### config.mk
export PLATFORM = sky130hd
export DESIGN_NAME = rx_cell_section_status_regs
export DESIGN_NICKNAME = d
export VERILOG_FILES = /design/src/rx_status_pkg.sv /design/src/event_latch.sv /design/src/ref_out_gen.sv /design/src/rx_cell_section_status_regs.sv
export VERILOG_INCLUDE_DIRS = /design/src
export SDC_FILE = /design/constraint.sdc
export NUM_CORES = 1
export LEC_CHECK = 0
export ABC_AREA = 1
export BUFFER_PORTS_ARGS = -buffer_cell sky130_fd_sc_hd__buf_2
export CAP_MARGIN = 20
export CORE_MARGIN = 2
export CORE_UTILIZATION = 40
export DETAILED_ROUTE_END_ITERATION = 10
export GPL_TIMING_DRIVEN = 0
export PLACE_DENSITY = 0.78
export SETUP_SLACK_MARGIN = 0.15
export SLEW_MARGIN = 15
export SYNTH_ARGS = -nofsm -noshare
export SYNTH_HDL_FRONTEND = slang
export SYNTH_SLANG_ARGS = --single-unit
### constraint.sdc
create_clock -name clk_i -period 0.8 [get_ports clk_i]
set_input_delay 0.04 -clock clk_i [delete_from_list [all_inputs] [get_ports clk_i]]
set_output_delay 0.04 -clock clk_i [all_outputs]
set_load 0.01 [all_outputs]
### src/rx_status_cfg.svh
// Register offsets, bit positions and reset values of the receive status registers.
`ifndef RX_STATUS_CFG_SVH
`define RX_STATUS_CFG_SVH

// ****************************************************************
// Register offsets
// ****************************************************************
`define RX_CELL_INT_ADDR 8'h41
`define RX_SEC_ADDR 8'h45
`define RX_CELL_EN_ADDR 8'h4C

// ****************************************************************
// Receive-cell interrupt indication fields
// ****************************************************************
`define CELL_ARRIVED_BIT 3
`define IDLE_CELL_BIT 2
`define HDR_MISMATCH_BIT 1
`define FLOW_NONZERO_BIT 0
`define CELL_RSV_BIT 4
`define CELL_INT_W 4
`define CELL_DUAL_MASK 4'h0
`define CELL_EN_RESET 4'h0

// ****************************************************************
// Receive section status fields
// ****************************************************************
`define SEC_SIG_BIT 7
`define SEC_LOL_BIT 6
`define SEC_LOS_BIT 5
`define SEC_OOF_BIT 4
`define SEC_LOF_BIT 3
`define SEC_PAR_BIT 2
`define SEC_SEL_BIT 1
`define SEC_POL_BIT 0
`define SEC_SEL_RESET 1'h0
`define SEC_POL_RESET 1'h0

`endif

### src/rx_status_pkg.sv
// Types shared by the receive status register block.
package rx_status_pkg;

  // Byte-wide register value.
  typedef logic [7:0] reg8_t;

  // Register selected by the decoded address.
  typedef enum logic [1:0] {
    REG_NONE = 2'b00,
    REG_CELL_INT = 2'b01,
    REG_SEC = 2'b10,
    REG_CELL_EN = 2'b11
  } reg_sel_t;

endpackage : rx_status_pkg

### src/event_latch.sv
// Edge detection and sticky pending flags for a group of interrupt sources.
`timescale 1ns/1ns
module event_latch #(
  parameter int W = 4,
  parameter logic [W-1:0] DUAL = '0
) (
  input wire logic clk_i, // Receive clock.
  input wire logic arst_n_i, // Asynchronous reset, active low.
  input wire logic ce_i, // Clock enable.
  input wire logic [W-1:0] src_i, // Underlying status levels.
  input wire logic [W-1:0] en_i, // Per-source enables.
  input wire logic [W-1:0] clr_i, // Per-source clear requests.
  output logic [W-1:0] set_o, // Qualified change this cycle.
  output logic [W-1:0] pend_o // Sticky pending flags.
);

  logic [W-1:0] prev_q;
  logic [W-1:0] pend_q;

  // ****************************************************************
  // Per-bit edge detection
  // ****************************************************************
  genvar g;
  generate
    for (g = 0; g < W; g++) begin : g_bit
      // Dual sources fire on any change, single ones on a rise only.
      if (DUAL[g]) begin : g_dual
        assign set_o[g] = en_i[g] & (src_i[g] ^ prev_q[g]); // [RULE5]
      end else begin : g_single
        assign set_o[g] = en_i[g] & src_i[g] & ~prev_q[g]; // [RULE6]
      end
    end
  endgenerate

  // Previous level of each source.
  always_ff @(posedge clk_i or negedge arst_n_i) begin
    if (!arst_n_i) begin
      prev_q <= '0;
    end else if (ce_i) begin
      prev_q <= src_i;
    end
  end

  // Pending flags; a new event wins over a clear in the same cycle.
  always_ff @(posedge clk_i or negedge arst_n_i) begin
    if (!arst_n_i) begin
      pend_q <= '0;
    end else if (ce_i) begin
      pend_q <= (pend_q & ~clr_i) | set_o; // [RULE16]
    end
  end

  assign pend_o = pend_q;

endmodule : event_latch

### src/ref_out_gen.sv
// Selection and polarity of the receive frame reference output.
`timescale 1ns/1ns
module ref_out_gen (
  input wire logic clk_i, // Receive clock.
  input wire logic arst_n_i, // Asynchronous reset, active low.
  input wire logic ce_i, // Clock enable.
  input wire logic octet_clk_i, // Receive octet clock level.
  input wire logic frame_pulse_i, // Frame pulse, active high.
  input wire logic sel_clk_i, // One selects the octet clock.
  input wire logic pol_high_i, // One makes the pulse active high.
  output logic ref_o // Frame reference output.
);

  logic ref_q;

  // The clock passes unchanged; the pulse takes the chosen polarity.
  always_ff @(posedge clk_i or negedge arst_n_i) begin
    if (!arst_n_i) begin
      ref_q <= 1'b1;
    end else if (ce_i) begin
      if (sel_clk_i) begin
        ref_q <= octet_clk_i; // [RULE17]
      end else begin
        ref_q <= pol_high_i ? frame_pulse_i : ~frame_pulse_i; // [RULE18]
      end
    end
  end

  assign ref_o = ref_q;

endmodule : ref_out_gen

### src/rx_cell_section_status_regs.sv
// Receive-cell interrupt indication and receive section status registers.
// Contract
// [RULE1] Cell received sets bit 3 until read.
// [RULE2] Idle cell sets bit 2 until read.
// [RULE3] Header mismatch sets bit 1 until read.
// [RULE4] Nonzero flow field sets bit 0 until read.
// [RULE5] Dual sources fire on either enabled change.
// [RULE6] Single sources fire on enabled rise only.
// [RULE7] Reading an indication register clears its flags.
// [RULE8] Cell register bit 4 always reads zero.
// [RULE9] Section bit 7 shows media signal input.
// [RULE10] Section bit 6 shows clock recovery unlocked.
// [RULE11] Section bit 5 shows line signal absent.
// [RULE12] Section bit 4 shows framer unaligned.
// [RULE13] Section bit 3 shows framing lost.
// [RULE14] Section bit 2 latches section parity error.
// [RULE15] Live bits track condition without latching.
// [RULE16] Event bits hold occurrences since last read.
// [RULE17] Section bit 1 picks octet clock output.
// [RULE18] Section bit 0 sets pulse output polarity.
// [RULE19] Interrupt high while enabled flag pending.
//
// Decided for this implementation: strobed register access.
`timescale 1ns/1ns
`include "rx_status_cfg.svh"
module rx_cell_section_status_regs (
  input wire logic clk_i, // Receive clock, 250 MHz.
  input wire logic arst_n_i, // Asynchronous reset, active low.
  input wire logic ce_i, // Clock enable; low freezes all state.
  input wire logic [7:0] addr_i, // Register address.
  input wire logic [7:0] wdata_i, // Write data.
  input wire logic wr_i, // Write strobe.
  input wire logic rd_i, // Read strobe.
  output logic [7:0] rdata_o, // Read data, one cycle after the strobe.
  input wire logic cell_arrived_i, // Cell received status.
  input wire logic idle_cell_arrived_i, // Idle cell received status.
  input wire logic header_mismatch_i, // Non-matching cell status.
  input wire logic flow_field_nonzero_i, // Nonzero flow control field status.
  input wire logic media_signal_present_in_i, // Signal detect from media module.
  input wire logic clock_recovery_unlocked_i, // Recovery loop out of lock.
  input wire logic line_signal_absent_i, // Loss of signal on the line.
  input wire logic framer_unaligned_i, // Framer out of frame.
  input wire logic framing_lost_i, // Loss of frame condition.
  input wire logic section_parity_error_i, // Section parity error strobe.
  input wire logic octet_clk_i, // Receive octet clock level.
  input wire logic frame_pulse_i, // Receive frame pulse, active high.
  output logic rx_frame_reference_out_o, // Frame reference output.
  output logic irq_o // Summary interrupt, active high level.
);

  // ****************************************************************
  // Address decode
  // ****************************************************************
  rx_status_pkg::reg_sel_t sel;
  logic [`CELL_INT_W-1:0] cell_src;
  logic [`CELL_INT_W-1:0] cell_en_q;
  logic [`CELL_INT_W-1:0] cell_set;
  logic [`CELL_INT_W-1:0] cell_pend;
  logic [`CELL_INT_W-1:0] cell_clr;
  logic [0:0] par_set;
  logic [0:0] par_pend;
  logic [0:0] par_clr;
  logic rx_ref_output_select_q;
  logic rx_ref_pulse_polarity_q;
  logic [4:0] sec_live;
  rx_status_pkg::reg8_t cell_view;
  rx_status_pkg::reg8_t sec_view;
  rx_status_pkg::reg8_t en_view;
  rx_status_pkg::reg8_t rdata_d;
  rx_status_pkg::reg8_t rdata_q;

  // Map the address onto one of the implemented registers.
  always_comb begin
    case (addr_i)
      `RX_CELL_INT_ADDR: sel = rx_status_pkg::REG_CELL_INT;
      `RX_SEC_ADDR: sel = rx_status_pkg::REG_SEC;
      `RX_CELL_EN_ADDR: sel = rx_status_pkg::REG_CELL_EN;
      default: sel = rx_status_pkg::REG_NONE;
    endcase
  end

  // ****************************************************************
  // Receive-cell interrupt indication
  // ****************************************************************

  // Gather the four cell status sources at their bit positions.
  always_comb begin
    cell_src = '0;
    cell_src[`CELL_ARRIVED_BIT] = cell_arrived_i; // [RULE1]
    cell_src[`IDLE_CELL_BIT] = idle_cell_arrived_i; // [RULE2]
    cell_src[`HDR_MISMATCH_BIT] = header_mismatch_i; // [RULE3]
    cell_src[`FLOW_NONZERO_BIT] = flow_field_nonzero_i; // [RULE4]
  end

  // A read clears every reported flag; writing ones also clears them.
  always_comb begin
    cell_clr = '0;
    if (rd_i && sel == rx_status_pkg::REG_CELL_INT) begin
      cell_clr = '1; // [RULE7]
    end else if (wr_i && sel == rx_status_pkg::REG_CELL_INT) begin
      cell_clr = wdata_i[`CELL_INT_W-1:0];
    end
  end

  // All four cell sources are single-event sources.
  event_latch #(
    .W(`CELL_INT_W),
    .DUAL(`CELL_DUAL_MASK)
  ) u_cell_latch (
    .clk_i(clk_i),
    .arst_n_i(arst_n_i),
    .ce_i(ce_i),
    .src_i(cell_src),
    .en_i(cell_en_q),
    .clr_i(cell_clr),
    .set_o(cell_set),
    .pend_o(cell_pend)
  );

  // Enable register, which also masks the interrupt output.
  always_ff @(posedge clk_i or negedge arst_n_i) begin
    if (!arst_n_i) begin
      cell_en_q <= `CELL_EN_RESET;
    end else if (ce_i && wr_i && sel == rx_status_pkg::REG_CELL_EN) begin
      cell_en_q <= wdata_i[`CELL_INT_W-1:0];
    end
  end

  // Upper bits, reserved bit 4 among them, read as zero.
  assign cell_view = {4'h0, cell_pend}; // [RULE8]
  assign en_view = {4'h0, cell_en_q};

  // ****************************************************************
  // Receive section overhead status
  // ****************************************************************

  // Live conditions pass straight through to the read path.
  assign sec_live = {
    media_signal_present_in_i, // [RULE9]
    clock_recovery_unlocked_i, // [RULE10]
    line_signal_absent_i, // [RULE11]
    framer_unaligned_i, // [RULE12]
    framing_lost_i // [RULE13]
  }; // [RULE15]

  // The parity flag clears on a read of the section register.
  assign par_clr[0] = rd_i && sel == rx_status_pkg::REG_SEC; // [RULE7]

  // Parity errors latch until the section register is read.
  event_latch #(
    .W(1),
    .DUAL(1'b0)
  ) u_par_latch (
    .clk_i(clk_i),
    .arst_n_i(arst_n_i),
    .ce_i(ce_i),
    .src_i(section_parity_error_i),
    .en_i(1'b1),
    .clr_i(par_clr),
    .set_o(par_set),
    .pend_o(par_pend) // [RULE14]
  );

  // Output select and polarity control bits.
  always_ff @(posedge clk_i or negedge arst_n_i) begin
    if (!arst_n_i) begin
      rx_ref_output_select_q <= `SEC_SEL_RESET;
      rx_ref_pulse_polarity_q <= `SEC_POL_RESET;
    end else if (ce_i && wr_i && sel == rx_status_pkg::REG_SEC) begin
      rx_ref_output_select_q <= wdata_i[`SEC_SEL_BIT]; // [RULE17]
      rx_ref_pulse_polarity_q <= wdata_i[`SEC_POL_BIT]; // [RULE18]
    end
  end

  // Assemble the section register as software sees it.
  always_comb begin
    sec_view = '0;
    sec_view[`SEC_SIG_BIT:`SEC_LOF_BIT] = sec_live;
    sec_view[`SEC_PAR_BIT] = par_pend[0];
    sec_view[`SEC_SEL_BIT] = rx_ref_output_select_q;
    sec_view[`SEC_POL_BIT] = rx_ref_pulse_polarity_q;
  end

  // ****************************************************************
  // Frame reference output
  // ****************************************************************

  // Drives the reference pin from the clock or the shaped pulse.
  ref_out_gen u_ref (
    .clk_i(clk_i),
    .arst_n_i(arst_n_i),
    .ce_i(ce_i),
    .octet_clk_i(octet_clk_i),
    .frame_pulse_i(frame_pulse_i),
    .sel_clk_i(rx_ref_output_select_q),
    .pol_high_i(rx_ref_pulse_polarity_q),
    .ref_o(rx_frame_reference_out_o)
  );

  // ****************************************************************
  // Read path and interrupt
  // ****************************************************************

  // Choose the value returned for a read; unmapped reads return zero.
  always_comb begin
    rdata_d = '0;
    if (rd_i) begin
      case (sel)
        rx_status_pkg::REG_CELL_INT: rdata_d = cell_view;
        rx_status_pkg::REG_SEC: rdata_d = sec_view;
        rx_status_pkg::REG_CELL_EN: rdata_d = en_view;
        default: rdata_d = '0;
      endcase
    end
  end

  // Read data stand for exactly the cycle after the strobe.
  always_ff @(posedge clk_i or negedge arst_n_i) begin
    if (!arst_n_i) begin
      rdata_q <= '0;
    end else if (ce_i) begin
      rdata_q <= rdata_d;
    end
  end

  assign rdata_o = rdata_q;

  // Level interrupt while any enabled cell flag is pending; the parity flag never raises it.
  assign irq_o = |(cell_pend & cell_en_q); // [RULE19]
endmodule : rx_cell_section_status_regs

# Word-level counts from Yosys, hierarchy flattened
# Index checks and enable logic that the tools add are counted.
[word_totals] register_bits=25 inputBits=33 word_cells=51
[op_classes] n_eq_ne=6 n_mux=7 n_bitwise=22 reduce_logical=7
[op_table] operator="$eq A8 B7 Y1 const B" n=3
[op_table] operator="$pmux W8 S3" n=1
[op_table] operator="$and A1 B1 Y1" n=10
[op_table] operator="$and A4 B4 Y4" n=2
[op_table] operator="$mux W4" n=2
[op_table] operator="$mux W8" n=1
[op_table] operator="$not A1 Y1" n=7
[op_table] operator="$logic_and A1 B1 Y1" n=6
[op_table] operator="$pmux W2 S3" n=1
[op_table] operator="$eq A2 B2 Y1 const B" n=2
[op_table] operator="$not A4 Y4" n=1
[op_table] operator="$or A4 B4 Y4" n=1
[op_table] operator="$reduce_or A4 Y1" n=1
[op_table] operator="$eq A2 B1 Y1 const B" n=1
[op_table] operator="$mux W1" n=2
[op_table] operator="$or A1 B1 Y1" n=1

# Depth between registers and ports, before layout
[depth] word_depth=9 ltp_mapped=9

# Hierarchy
# From an unflattened synthesis, not the netlist that was laid out.
[hier_totals] hier_cells=196 area_unflattened_um2=1403.8
[modules_own_cells] mod="rx_cell_section_status_regs" instances=1 cells_each=127 area_each_um2=882.1 seq_area_each_um2=350.3
[modules_own_cells] mod="event_latch at u_cell_latch" instances=1 cells_each=45 area_each_um2=361.6 seq_area_each_um2=200.2
[modules_own_cells] mod="event_latch at u_par_latch" instances=1 cells_each=11 area_each_um2=87.6 seq_area_each_um2=50.0
[modules_own_cells] mod="ref_out_gen" instances=1 cells_each=13 area_each_um2=72.6 seq_area_each_um2=26.3

# Least setup slack after synthesis
# Ideal clock, no wire load.
[synth_timing] kind="input-to-reg" from="input port addr_i[7]" to="register u_cell_latch.pend_q[3], in the netlist u_cell_latch.pend_o[3]" t_arrival_ns=0.698 t_required_ns=0.683 path_slack_ns=-0.015 path_stages=9 path_buffers=1 path_cell_list="inv_2 > nand2_2 > nor2_8 > buf_6 > nand4_1 > nand2_1 > nand2_1 > nand2_1 > nand2_1"
[synth_via] elab_chain_len=9
[synth_lines] element="from (decl)" line_no="rx_cell_section_status_regs.sv:30" text="input wire logic [7:0] addr_i,"
[synth_lines] element="$eq A8 B7 Y1" line_no="rx_cell_section_status_regs.sv:74" text="case (addr_i)"
[synth_lines] element="$pmux W2 S3 *" line_no="rx_cell_section_status_regs.sv:74"
[synth_lines] element="$eq A2 B1 Y1 *" line_no="rx_cell_section_status_regs.sv:98, rx_cell_section_status_regs.sv:100"
[synth_lines] element="$logic_and A1 B1 Y1" line_no="rx_cell_section_status_regs.sv:100" text="end else if (wr_i && sel == rx_status_pkg::REG_CELL_INT) begin"
[synth_lines] element="$mux W4" line_no="rx_cell_section_status_regs.sv:100"
[synth_lines] element="$mux W4 *" line_no="rx_cell_section_status_regs.sv:98" text="if (rd_i && sel == rx_status_pkg::REG_CELL_INT) begin"
[synth_lines] element="$not A4 Y4 *" line_no="event_latch.sv:49" text="pend_q <= (pend_q & ~clr_i) | set_o;"
[synth_lines] element="$and A4 B4 Y4 *" line_no="event_latch.sv:49"
[synth_lines] element="$or A4 B4 Y4 *" line_no="event_latch.sv:49"
[synth_lines] element="to (signal assigned)" line_no="event_latch.sv:49"
[synth_lines] element="to (decl)" line_no="event_latch.sv:18" text="logic [W-1:0] pend_q;"
# Mark *: on every way between the ends. The rest lies on a longest branch, timed or not.
# A chain may end at the register's enable or synchronous reset.

# Worst setup path in the final report
[layout_timing] from="register u_cell_latch.pend_q[3], in the netlist u_cell_latch.pend_o[3]" to="output port irq_o"
[layout_via] elab_chain_len=2
[layout_lines] element="$and A4 B4 Y4" line_no="rx_cell_section_status_regs.sv:229" text="assign irq_o = |(cell_pend & cell_en_q);"
[layout_lines] element="$reduce_or A4 Y1" line_no="rx_cell_section_status_regs.sv:229"
[layout_lines] element="to (decl)" line_no="rx_cell_section_status_regs.sv:48" text="output logic irq_o"
# No other way between the ends.

==> metrics.md <==
| Metric | Value |
|---|---|
| Overall power | 0.00242 W |
| Nets | 271 |
| Final WS setup | -0.327 ns |
| GRT Total Usage | 20.0% |
| Post-synthesis sequential area ratio | 48.2% |
| Post-DRT Antenna Nets | 0 |
| Clock latency on the worst-skew pair | 0.32 ns |
| Yosys cell types | 22 |
| Synth top area cells | dfrtp_1 46%, nand2_1 17%, nand3_1 5.4% |
| DR pass1 iterations | 4 |
| FF+latch count, synth | 25 |
| Final Util | 67.5% |
| Row cnt | 20 |
| Vias in the first global route | 1264 |
| Core Box Area | 3080 µm² |
| Area Overhead vs Synth | 59.8% |
| Setup Skew | 0.00107 ns |
| Clock tree buffer depth | 2 |
| Min Tclk post-route | 1.13 ns |
| Max incr delay on CP | 0.43 ns |
| Area of the multi-input gates | 726 µm² |
| Final hold viol count | 4 |
| Synth top area share | 46.2% |
| Initial antenna violation count | 0 |
| Die Width | 61.0 µm |
| GP Congestion | 0.920 |
| DRC violation count after routing | 0 |
| Internal power | 0.00175 W |
| CP Launch Type | flop |
| Status | finished with violations |
| Vias per std cell | 4.88 |
| Port bufs | 38 |
| Overall routed net length | 3440 µm |
| Filler instances | 262 |
| WS Path Type | reg2out |
| Non-filler cells, final | 281 |
| GRT overflow | 0 |
| Yosys Warn Count | 0 |
| Die Area | 3720 µm² |
| Critical Path, Cell by Cell | nand2_1, nand4_1, buf_2 |
| Clk sink count | 25 |
| Maxcap violations | 0 |
| Fraction of registers with async set or reset after synthesis | 100% |
| Max-slew violations | 0 |
| Arrival @ worst endpoint | 1.09 ns |
| Slew margin rel. | 65.1% |
| Combinational fraction of design power | 20.2% |
| Dpl cells | 244 |
| CTS buffer count | 3 |
| Cell count after synthesis | 162 |
| Die Span Y | 61.0 µm |
| Sequential Power Share | 56.4% |
| Hold Path Class | in2reg |
| Cell area power density | 1160 nW/µm² |
| Reg area | 627 µm² |
| H-tree depth | 1 |
| Clk slew on worst S/H paths | 0.13 ns |
| Io pins | 43 |
| Failing checks | hold timing, setup timing |
| Area leader, netlist | dfrtp_1 |
| Worst slew pin tran | 0.523 ns |
| DR iter-0 viols | 40 |
| Max Clk Rate | 0.888 GHz |
| Post-synth top cells | 59 x nand2_1, 24 x dfrtp_1, 14 x nand3_1, 12 x inv_1, 11 x o21ai_0 |
| RSZ-0062 raised after global routing | yes |
| Static leakage | 1.12 nW |
| Sw Ratio | 27.6% |
| CTS root buffer | clkbuf_4 |
| Cell area after synthesis | 1300 µm² |
| Top FF cell, synth | dfrtp_1 |
| Worst-path fanout max | 3 |
| Fin Setup TNS | -2.60 ns |
| Via count | 1370 |
| Most frequent cell after synthesis | nand2_1 |
| Syn_nets | 195 |
| Critical path's slowest cell | dfrtp_1 |
| Req. time, crit path | 0.76 ns |
| Post-DP HPWL | 2160 µm |
| Syn_area_per_cell | 8.02 µm² |
| Largest net degree at the start of global routing | 26 |
| Sw power | 0.000669 W |
| Drt wl/cell | 12.2 µm |
| Share of layout cells above drive strength 1 | 47.3% |
| Worst vdd ir | 0.841 mV |
| Initial Utilization | 42.2% |
| Ant diodes | 0 |
| Worst hold margin | -0.0669 ns |
| Count of endpoints failing setup in the final report | 23 |
| Final worst-path cycle share | 141% |
| Global-route wire length before repair | 5600 µm |
| CTS tree | yes |
| Clock network fraction of total power | 23.4% |
| Nature of the critical path endpoint | output port |
| Post-synth EDFFs | 0 |
state kept, by name (all words and copies together) (netlist names):
register / cells
u_ref.ref_o: 1
cell_en_q: 4
u_par_latch.prev_q: 1
u_cell_latch.pend_o: 4
u_par_latch.pend_o: 1
rdata_o: 8
rx_ref_output_select_q: 1
rx_ref_pulse_polarity_q: 1
u_cell_latch.prev_q: 4
path summary, 6_finish.rpt:
path / from / endpoint / slack, ns / cells past startpoint
worst max-delay path: u_cell_latch.pend_o[3] / irq_o / -0.33 / 3
worst min-delay path: framer_unaligned_i / rdata_o[4] / -0.07 / 2
worst max register to register: cell_en_q[1] / rdata_o[1] / -0.21 / 6
worst min register to register: u_par_latch.prev_q / u_par_latch.pend_o / 0.47 / 1
max in group asynchronous: arst_n_i / u_ref.ref_o / 0.33 / 2
min in group asynchronous: arst_n_i / rx_ref_pulse_polarity_q / 0.17 / 2
power groups by stage:
stage | clock network [W] | logic [W] | registers [W]
global placement | 0 | 0.000321 | 0.00139
detailed placement | 0 | 0.000327 | 0.00139
finish | 0.000565 | 0.000488 | 0.00136
floorplan | 0 | 0.000166 | 0.00138
global route | 0.000629 | 0.000540 | 0.00137
CTS | 0.000576 | 0.000418 | 0.00136
per-layer routing:
metal	wire [µm]	GRT usage, %	part of all wire [%]	vias to the layer above
met5	0	0	0	-
li1	-	-	-	689
met2	1790	35.2	52	42
met1	1460	25.5	43	633
met3	153	4.41	4.4	6
met4	31	3.73	0.90	0
layout make-up:
type	instances	share of cell area [%]
Inverter	16	4.76
Sequential cell	25	30.2
Buffer	3	0.964
Multi-Input combinational cell	118	34.9
Clock buffer	4	1.27
Tap cell	44	2.65
Timing Repair Buffer	71	25.2
through the flow:
step | setup slack, ns | cell area, µm² | hold WS, ns
after floorplan | 0.00922 | 1380 | -0.256
after global placement | -0.259 | 1630 | 0.0547
after detailed placement | -0.266 | 1630 | 0.0571
after CTS | -0.320 | 1920 | -0.0700
after global routing | -0.383 | 2080 | -0.0715
final | -0.327 | 2080 | -0.0669
cells in the final DEF (no fill, tap or decap), types with 5 or more instances in the layout:
cell type / instances
nand2_1: 55
nand4_1: 9
o21ai_1: 6
nand3_2: 9
dfrtp_1: 24
buf_2: 33
dlygate4sd3_1: 12
nand3_1: 5
buf_6: 12
inv_2: 7
buf_4: 15
o21ai_2: 6
timing repair:
action	CTS	global route
hold buffers	11	1
resized for setup	17	30
pin swaps	16	9
buffers inserted	13	8
setup endpoints to repair	30	59
endpoints found under the hold margin	45	5
cells by family after synthesis:
kind of cell,after synthesis,synth area share [%]
DFF,25,48.2
and+or+nand+nor,98,36.8
buffers and inverters,19,6.16
AOI/OAI and AO/OA,20,8.85
worst max-delay path: cells and delay by family (launching register included):
kind / cells / cell delay [ns]
flops: 1 / 0.43
buf+inv: 1 / 0.16
simple gates: 2 / 0.19
(Power assumes the default switching activity.)
